[src/design/supervisor_pkg.sv]
// Notes on behaviour
// reset pulse lasts 2.67 us per pF of reset delay capacitance.
// basic watchdog timeout is 2.67 us per pF of period capacitance.
// grounded watchdog period pin disables the watchdog completely.
// range select low uses basic timeout; high multiplies it by 500.
// host must toggle the kick input before timeout, else reset.
// kick edge or range select change clears count and restarts timing.
// count held cleared while reset asserted; counts again after release.
// floating kick input disables watchdog, but only in extended mode.
// on timeout, assert reset for the pulse time, then resume watching.
// reset asserted while supply low input is high.
// kick and range inputs synchronised; edges found against prior value.
package supervisor_pkg;
   localparam real  CLK_PERIOD_NS                = 40.0;
   localparam real  RESET_PULSE_US_PER_PF        = 2.67;
   localparam real  WATCHDOG_TIMEOUT_US_PER_PF   = 2.67;
   localparam real  RESET_DELAY_CAPACITANCE_PF   = 100.0;
   localparam real  WATCHDOG_PERIOD_CAPACITANCE_PF = 100.0;
   localparam real  RESET_PULSE_TIME_US =
      RESET_PULSE_US_PER_PF * RESET_DELAY_CAPACITANCE_PF;
   localparam real  WATCHDOG_TIMEOUT_TIME_US =
      WATCHDOG_TIMEOUT_US_PER_PF * WATCHDOG_PERIOD_CAPACITANCE_PF;
   // least time rounds up, longest time rounds down
   localparam int   RESET_PULSE_INT =
      int'($ceil(RESET_PULSE_TIME_US * 1000.0 / CLK_PERIOD_NS));
   localparam int   WATCHDOG_TIMEOUT_INT =
      int'($floor(WATCHDOG_TIMEOUT_TIME_US * 1000.0 / CLK_PERIOD_NS));
   localparam logic [31:0] RESET_PULSE_CYCLES      = 32'(RESET_PULSE_INT);
   localparam logic [31:0] WATCHDOG_TIMEOUT_CYCLES =
      32'(WATCHDOG_TIMEOUT_INT);
   localparam logic [31:0] EXTENDED_FACTOR         = 32'h0000_01F4;

   localparam logic [7:0]  ADDR_CTRL   = 8'h00;
   localparam logic [7:0]  ADDR_STATUS = 8'h04;
   localparam logic [7:0]  ADDR_COUNT  = 8'h08;
   localparam int          CTRL_ENABLE_BIT      = 0;
   localparam int          STATUS_RESET_BIT     = 0;
   localparam int          STATUS_EXTENDED_BIT  = 1;
   localparam int          STATUS_DISABLED_BIT  = 2;
   localparam int          STATUS_TIMEOUT_BIT   = 3;
   localparam logic        CTRL_ENABLE_RESET    = 1'b1;
   localparam int          HTRANS_ACTIVE_BIT    = 1;

   typedef enum logic [1:0]
   {
      REG_CTRL   = 2'h0,
      REG_STATUS = 2'h1,
      REG_COUNT  = 2'h2,
      REG_NONE   = 2'h3
   } reg_index_e;

   typedef enum logic [1:0]
   {
      ST_RUN    = 2'h0,
      ST_PULSE  = 2'h1,
      ST_SUPPLY = 2'h3
   } wd_state_e;

   typedef struct packed
   {
      logic kick;
      logic kick_undriven;
      logic range_select;
      logic period_grounded;
      logic supply_low;
   } pin_in_s;
endpackage

[src/design/pin_synchronizer.sv]
module pin_synchronizer
#(
   parameter int WIDTH = 1
)
(
   input  wire logic             hclk,
   input  wire logic             hresetn,
   input  wire logic [WIDTH-1:0] async_in,
   output logic      [WIDTH-1:0] sync_out
);
   typedef struct packed
   {
      logic [WIDTH-1:0] first;
      logic [WIDTH-1:0] second;
   } sync_s;

   sync_s st;
   sync_s next_st;

   always_comb
   begin
      next_st = st;
      next_st.first  = async_in;
      next_st.second = st.first;
   end

   always_ff @(posedge hclk or negedge hresetn)
   begin
      if (!hresetn)
      begin
         st <= '0;
      end
      else
      begin
         st <= next_st;
      end
   end

   genvar i;
   generate
      for (i = 0; i < WIDTH; i++)
      begin : g_bit
         assign sync_out[i] = st.second[i];
      end
   endgenerate
endmodule

[src/design/supervisor_watchdog_reset_timer.sv]
// The address map and register access over AHB-Lite were left to the implementer.
module supervisor_watchdog_reset_timer
#(
   parameter logic [31:0] RESET_PULSE_CYCLES =
      supervisor_pkg::RESET_PULSE_CYCLES,
   parameter logic [31:0] WATCHDOG_TIMEOUT_CYCLES =
      supervisor_pkg::WATCHDOG_TIMEOUT_CYCLES
)
(
   input  wire logic                    hclk,
   input  wire logic                    hresetn,
   input  wire logic                    hsel,
   input  wire logic [31:0]             haddr,
   input  wire logic [1:0]              htrans,
   input  wire logic                    hwrite,
   input  wire logic [2:0]              hsize,
   input  wire logic [31:0]             hwdata,
   input  wire logic                    hready,
   output logic      [31:0]             hrdata,
   output logic                         hreadyout,
   output logic                         hresp,
   input  wire supervisor_pkg::pin_in_s pins,
   output logic                         supervisor_reset
);
   localparam logic [31:0] EXT_CYCLES =
      32'(WATCHDOG_TIMEOUT_CYCLES * supervisor_pkg::EXTENDED_FACTOR);

   typedef struct packed
   {
      supervisor_pkg::wd_state_e  state;
      logic                       kick_prev;
      logic                       range_prev;
      logic [31:0]                count;
      logic [31:0]                pulse_cnt;
      logic                       ctrl_enable;
      logic                       timeout_seen;
      logic                       dp_valid;
      logic                       dp_write;
      supervisor_pkg::reg_index_e dp_index;
      logic [31:0]                rdata;
      logic                       readyout;
      logic                       reset_out;
   } state_s;

   state_s                    st;
   state_s                    next_st;
   supervisor_pkg::pin_in_s   pin_s;
   logic                      kick_edge;
   logic                      range_change;
   logic                      disabled;
   logic [31:0]               limit;
   logic                      addr_ok;

   function automatic supervisor_pkg::reg_index_e reg_index
   (
      input logic [31:0] addr
   );
      if (addr[31:8] != 24'h00_0000)
      begin
         reg_index = supervisor_pkg::REG_NONE;
      end
      else if (addr[7:0] == supervisor_pkg::ADDR_CTRL)
      begin
         reg_index = supervisor_pkg::REG_CTRL;
      end
      else if (addr[7:0] == supervisor_pkg::ADDR_STATUS)
      begin
         reg_index = supervisor_pkg::REG_STATUS;
      end
      else if (addr[7:0] == supervisor_pkg::ADDR_COUNT)
      begin
         reg_index = supervisor_pkg::REG_COUNT;
      end
      else
      begin
         reg_index = supervisor_pkg::REG_NONE;
      end
   endfunction

   pin_synchronizer
   #(
      .WIDTH ($bits(supervisor_pkg::pin_in_s))
   )
   u_sync
   (
      .hclk     (hclk),
      .hresetn  (hresetn),
      .async_in (pins),
      .sync_out (pin_s)
   );

   assign kick_edge    = pin_s.kick != st.kick_prev;
   assign range_change = pin_s.range_select != st.range_prev;
   assign disabled     = pin_s.period_grounded
                       | !st.ctrl_enable
                       | (pin_s.range_select & pin_s.kick_undriven);
   assign limit        = pin_s.range_select ? EXT_CYCLES
                                            : WATCHDOG_TIMEOUT_CYCLES;
   assign addr_ok      = hsel & htrans[supervisor_pkg::HTRANS_ACTIVE_BIT]
                       & hready;

   always_comb
   begin
      next_st = st;
      next_st.kick_prev  = pin_s.kick;
      next_st.range_prev = pin_s.range_select;
      next_st.readyout   = 1'b1;
      case (st.state)
         supervisor_pkg::ST_RUN:
         begin
            if (pin_s.supply_low)
            begin
               next_st.state = supervisor_pkg::ST_SUPPLY;
               next_st.count = '0;
            end
            else if (disabled || kick_edge || range_change)
            begin
               next_st.count = '0;
            end
            else if (st.count >= limit - 32'h0000_0001)
            begin
               next_st.state        = supervisor_pkg::ST_PULSE;
               next_st.count        = '0;
               next_st.pulse_cnt    = '0;
               next_st.timeout_seen = 1'b1;
            end
            else
            begin
               next_st.count = st.count + 32'h0000_0001;
            end
         end
         supervisor_pkg::ST_PULSE:
         begin
            next_st.count = '0;
            if (pin_s.supply_low)
            begin
               next_st.state = supervisor_pkg::ST_SUPPLY;
            end
            else if (st.pulse_cnt >= RESET_PULSE_CYCLES - 32'h0000_0001)
            begin
               next_st.state = supervisor_pkg::ST_RUN;
            end
            else
            begin
               next_st.pulse_cnt = st.pulse_cnt + 32'h0000_0001;
            end
         end
         default:
         begin
            next_st.count = '0;
            if (!pin_s.supply_low)
            begin
               next_st.state     = supervisor_pkg::ST_PULSE;
               next_st.pulse_cnt = '0;
            end
         end
      endcase
      next_st.reset_out = next_st.state != supervisor_pkg::ST_RUN;

      // data phase of a write
      if (st.dp_valid && st.dp_write)
      begin
         if (st.dp_index == supervisor_pkg::REG_CTRL)
         begin
            next_st.ctrl_enable = hwdata[supervisor_pkg::CTRL_ENABLE_BIT];
         end
         else if (st.dp_index == supervisor_pkg::REG_STATUS)
         begin
            // write one clears; a new timeout in this cycle wins
            if (hwdata[supervisor_pkg::STATUS_TIMEOUT_BIT]
                && !(st.state == supervisor_pkg::ST_RUN
                     && next_st.state == supervisor_pkg::ST_PULSE))
            begin
               next_st.timeout_seen = 1'b0;
            end
         end
      end

      // address phase
      next_st.dp_valid = addr_ok;
      next_st.dp_write = hwrite;
      next_st.dp_index = reg_index(haddr);
      next_st.rdata    = '0;
      if (addr_ok && !hwrite)
      begin
         if (reg_index(haddr) == supervisor_pkg::REG_CTRL)
         begin
            next_st.rdata[supervisor_pkg::CTRL_ENABLE_BIT] = st.ctrl_enable;
         end
         else if (reg_index(haddr) == supervisor_pkg::REG_STATUS)
         begin
            next_st.rdata[supervisor_pkg::STATUS_RESET_BIT]    = st.reset_out;
            next_st.rdata[supervisor_pkg::STATUS_EXTENDED_BIT] =
               pin_s.range_select;
            next_st.rdata[supervisor_pkg::STATUS_DISABLED_BIT] = disabled;
            next_st.rdata[supervisor_pkg::STATUS_TIMEOUT_BIT]  =
               st.timeout_seen;
         end
         else if (reg_index(haddr) == supervisor_pkg::REG_COUNT)
         begin
            next_st.rdata = st.count;
         end
      end
   end

   always_ff @(posedge hclk or negedge hresetn)
   begin
      if (!hresetn)
      begin
         st             <= '0;
         st.state       <= supervisor_pkg::ST_PULSE;
         st.ctrl_enable <= supervisor_pkg::CTRL_ENABLE_RESET;
         st.readyout    <= 1'b1;
         st.reset_out   <= 1'b1;
      end
      else
      begin
         st <= next_st;
      end
   end

   assign hrdata           = st.rdata;
   assign hreadyout        = st.readyout;
   assign hresp            = 1'b0;
   assign supervisor_reset = st.reset_out;
endmodule

[config.mk]
export PLATFORM = sky130hd
export DESIGN_NAME = supervisor_watchdog_reset_timer
export DESIGN_NICKNAME = d
export VERILOG_FILES = /design/src/design/supervisor_pkg.sv /design/src/design/pin_synchronizer.sv /design/src/design/supervisor_watchdog_reset_timer.sv
export SDC_FILE = /design/constraint.sdc
export NUM_CORES = 1
export LEC_CHECK = 0
export BUFFER_PORTS_ARGS = -buffer_cell sky130_fd_sc_hd__buf_2
export CORE_UTILIZATION = 30
export CTS_CLUSTER_DIAMETER = 50
export CTS_CLUSTER_SIZE = 40
export DETAILED_ROUTE_END_ITERATION = 8
export HOLD_SLACK_MARGIN = 0.15
export MAX_ROUTING_LAYER = met4
export PLACE_DENSITY = 0.46
export SYNTH_ARGS = -nofsm -noshare
export SYNTH_HDL_FRONTEND = slang
export SYNTH_SLANG_ARGS = --single-unit
export TNS_END_PERCENT = 5
[constraint.sdc]
create_clock -name hclk -period 7.11 [get_ports hclk]
set_input_delay 0.711 -clock hclk [delete_from_list [all_inputs] [get_ports hclk]]
set_output_delay 0.711 -clock hclk [all_outputs]
set_load 0.03 [all_outputs]
Word-level counts from Yosys, hierarchy flattened
Index checks and enable logic that the tools add are counted.
Widths: inputs -> output; s select.
{ "classes": {"addsub": 3, "magnitude_cmp": 2, "n_eq_ne": 12, "mux": 42, "bitwise": 6, "reduce_logical": 17} }
{ "op_table": {"columns": ["operator", "count"], "rows": [
  ["$mux 32", 11],
  ["$pmux 64 s2", 1],
  ["$add 32x1->32 const B", 2],
  ["$ge 32x13->1 const B", 1],
  ["$ge 32x32->1", 1],
  ["$mux 31", 1],
  ["$mux 2", 15],
  ["$mux 28", 1],
  ["$reduce_bool 24->1", 1],
  ["$sub 22x1->23 const B", 1],
  ["$mux 22", 1],
  ["$mux 1", 10],
  ["$eq 2x1->1 const B", 4],
  ["$eq 8x3->1 const B", 1],
  ["$eq 8x4->1 const B", 1],
  ["$logic_not 8->1", 1],
  ["$logic_not 2->1", 3],
  ["$ne 2x2->1 const B", 3],
  ["$logic_and 1x1->1", 4],
  ["$mux 4", 1],
  ["$pmux 2 s2", 1],
  ["$reduce_and 4->1", 1],
  ["$and 1x1->1", 3],
  ["$logic_not 1->1", 3],
  ["7 further kinds", 10]
]} }
{ "word_totals": {"reg_bits": 117, "in_bits": 79, "out_inout_bits": 35} }

Logic depth before layout (Yosys ltp)
{ "depth": {"word_depth": 18, "ltp_mapped": 11} }

Hierarchy
A second synthesis with hierarchy kept.
{ "unflattened": {"cells_unflattened": 464, "hier_area_um2": 5134.9} }
{ "by_module_without_submodules": {"columns": ["module", "instances", "cells_per_inst", "area_each_um2", "seq_area_each_um2"], "rows": [
  ["supervisor_watchdog_reset_timer", 1, 454, 4884.7, 2681.3],
  ["pin_synchronizer", 1, 10, 250.2, 250.2]
]} }

Worst setup path before layout
Ideal clock, no wire load.
{ "synth_timing": {"path_type": "reg2reg", "start": "reg u_sync.st (netlist bit u_sync.sync_out[2])", "end": "reg st[71] in the netlist's numbering", "setup_ps": 80, "t_arrival_ps": 2401, "slack_ps": 4629, "stages_incl_launch_ff": 10, "n_path_buf": 1, "period_less_slack_ps": 2481, "path_cell_list": "dfrtp_1 inv_1 ha_1 a2111o_1 a21oi_2 o211ai_2 a211oi_4 nor3_1 buf_2 nor3_2"} }
{ "synth_via": {"elab_chain_cells": 6, "elab_cells_between_ends": 11, "classes_between": "1 x add/sub; 1 x order compare; 3 x eq/ne; 1 x mux; 2 x bitwise; 3 x reduce/logical"} }
{ "synth_rtl": {"columns": ["element", "line", "source"], "rows": [
  ["start, declared", "pin_synchronizer.sv:17", "sync_s st;"],
  ["start signal, assigned", "pin_synchronizer.sv:35", "st <= next_st;"],
  ["branches (longest 5 deep; another with $ge 32x32->1)", null, null],
  ["$reduce_and 4->1 (no line) *", null, null],
  ["end signal, assigned", "supervisor_watchdog_reset_timer.sv:218", "st <= next_st;"],
  ["end, declared", "supervisor_watchdog_reset_timer.sv:45", "state_s st;"]
]} }
Every way passes the cells marked *.
A chain may end at the register's enable or synchronous reset.

==> impl_metrics.tcl <==
set metrics [dict create \
    cts-buffers-inserted 17 \
    synth-edff-count 0 \
    worst_slew_pin_slew_ns 1.03 \
    start_kind "flop" \
    rows 48 \
    core_um2 17300 \
    n_antenna_cell 0 \
    status "completed" \
    track_usage_pct 13.5 \
    place_congestion 0.742 \
    period_share_pct 45.9 \
    dieArea_um2 18300 \
    setup_viol 0 \
    clockBufferDepth 2 \
    async_reset_ff_share_pct 100 \
    drv_cap 0 \
    die_w_um 135 \
    design_area_um2 6300 \
    layout.cells.non_filler 815 \
    hp-class "in2async" \
    whs_ns 0.325 \
    hold_viol_final 0 \
    vias_per_cell 4.77 \
    ys_seq_area_share_pct 55.1 \
    drc 0 \
    grt_overflow 0 \
    drt-initial-drc-count 160 \
    p_leak_nw 3.04 \
    synthDistinctLibCells 50 \
    dp.cells 783 \
    postLayoutCoreUtil_pct 36.4 \
    grt_antenna_before_repair 0 \
    syn-mean-instance-area_um2 10.3 \
    place_area_um2 5730 \
    hold_buffers 0 \
    arrival_ns 3.59 \
    drv_slew 0 \
    fin_ws_ns 3.85 \
    ys_seq_elements 117 \
    vias 3888 \
    io_pins 114 \
    yosysTopAreaCellShare_pct 53.6 \
    start_util_pct 30.8 \
    clk_latency_ns 0.41 \
    grt_pass1_vias 3780 \
    grt_pass1_wl_um 18600 \
    tns_ns 0 \
    grt_setup_unrepaired "no" \
    clock_sinks 117 \
    crit_path_max_fanout 23 \
    place_ws_ns 3.78 \
    worstSetupEndpointType "flop" \
    synth_top_area_cell "dfrtp_1" \
    period_needed_ns 3.26 \
    ir_worst_vdd_mv 0.173 \
    htreeDepth 4 \
    fin_nets 671 \
    ys_warn_count 0 \
    tritoncts "yes" \
    drive_above_1_share_pct 20.3 \
    die_height_um 135 \
    wl_per_cell_um 13.7 \
    first_pass_iters 4 \
    power_density_nw_per_um2 249 \
    post-dp-hpwl_um 7610 \
    syn_to_final_growth_pct 18.5 \
    drt-total-wl_um 11100 \
    grt_max_degree 66 \
    synth_cells 518 \
    cts_resized 0 \
    cts-root-buf "clkbuf_16" \
    finalPower_mw 1.57 \
    ant_nets 0 \
    clock.fmax_ghz 0.307 \
    numPortBuffers 77 \
    finClkSkew_ns 0.00562 \
    slew_headroom_pct 30.4 \
    cts_setup_buffers 0 \
    crit_type "reg2reg" \
    synth_area_leaders "dfrtp_1 (54%), nor2_1 (5.8%), buf_4 (4.9%)" \
    required_ns 7.43 \
    path_clk_slew_ns 0.06 \
    syn-cell-area_um2 5320 \
    synth_top_flop_cell "dfrtp_1" \
]
-- Yosys cell counts, types with 3 or more instances --
master / instances
nand3b_1: 3
a21oi_1: 14
nand4_1: 10
nor4_1: 16
nand2_1: 32
o21ai_0: 9
o21a_1: 3
and3_1: 41
nor2b_1: 3
clkbuf_1: 11
a22oi_1: 3
xor2_1: 14
buf_4: 35
ha_1: 15
o31ai_1: 3
buf_2: 3
a41oi_1: 6
inv_1: 13
nand3_1: 22
dfrtp_1: 114
a31oi_1: 13
nor2_1: 82
xnor2_1: 9
nor3_1: 10
dfstp_2: 3
-- layer usage --
metal / up-vias / wire length [um] / global-route usage [%]
li1: 1899 / - / -
met1: 1909 / 5170 / 17.0
met2: 69 / 5440 / 20.5
met3: 11 / 414 / 3.52
met4: 0 / 113 / 5.87
met5: - / 0 / -
-- worst max-delay path, stage by stage, from the launching register on --
cell and delay, ns:
dfrtp_1 0.63, inv_1 0.30, ha_1 0.37, a211oi_1 0.23
nor2_1 0.08, a211oi_1 0.29, o211ai_2 0.20, nand3b_1 0.77
nor2_1 0.29
-- report_power, final --
group | leakage, nW | switching, mW | internal [mW] | total (mW)
Combinational | 1.21 | 0.0341 | 0.0186 | 0.0527
Sequential | 1.56 | 0.0104 | 0.678 | 0.688
Clock | 0.275 | 0.306 | 0.522 | 0.828
Total | 3.04 | 0.351 | 1.22 | 1.57
-- registers in the layout, summed over array words and instances (netlist names) --
signal            flops
supervisor_reset      1
st                   74
u_sync.next_st        5
u_sync.sync_out       5
hrdata               32
-- cell usage in the layout (no fill, tap or decap), types with 14 or more instances in the layout --
cell type / Yosys / final
a21oi_1: 14 / 14
and3_1: 41 / 41
buf_2: 3 / 76
clkbuf_16: 0 / 17
dfrtp_1: 114 / 114
ha_1: 15 / 15
nand2_1: 32 / 32
nand3_1: 22 / 22
nor2_1: 82 / 82
nor4_1: 16 / 16
xor2_1: 14 / 14
-- cells by family (layout without fill, tap and decap cells) --
| family | Yosys count | after routing | share of synthesized area [%] |
|---|---|---|---|
| adders and majority gates | 15 | 15 | 3.53 |
| xor gates and xnor gates | 23 | 23 | 3.79 |
| DFF | 117 | 117 | 55.1 |
| AOI/OAI and AO/OA | 64 | 64 | 8.37 |
| muxes | 2 | 2 | 0.400 |
| and+or+nand+nor | 232 | 232 | 21.7 |
| other | 2 | 11 | 0.141 |
| buffers and inverters | 63 | 126 | 6.98 |
-- final timing paths --
check / startpoint / to / slack, ns / cells after the start
min: hresetn / hrdata[20]$_DFF_PN0_ / 0.32 / 1
min in group hclk: u_sync.next_st[2]$_DFF_PN0_ / u_sync.sync_out[2]$_DFF_PN0_ / 0.35 / 0
max: u_sync.sync_out[2]$_DFF_PN0_ / st[93]$_DFF_PN0_ / 3.85 / 8
min reg2reg: u_sync.next_st[2]$_DFF_PN0_ / u_sync.sync_out[2]$_DFF_PN0_ / 0.35 / 0
max in group asynchronous: hresetn / st[47]$_DFFE_PN0P_ / 5.52 / 2
max reg2reg: u_sync.sync_out[2]$_DFF_PN0_ / st[93]$_DFF_PN0_ / 3.85 / 8
-- area by class of cell --
type / instances / area, um^2
Timing Repair Buffer: 80 / 410
Tap cell: 225 / 282
Sequential cell: 117 / 2930
Clock inverter: 13 / 133
Multi-Input combinational cell: 347 / 2050
Inverter: 14 / 52.6
Fill cell: 1744 / 11000
Clock buffer: 19 / 443
Note: power is estimated with default switching activity, not from simulation.
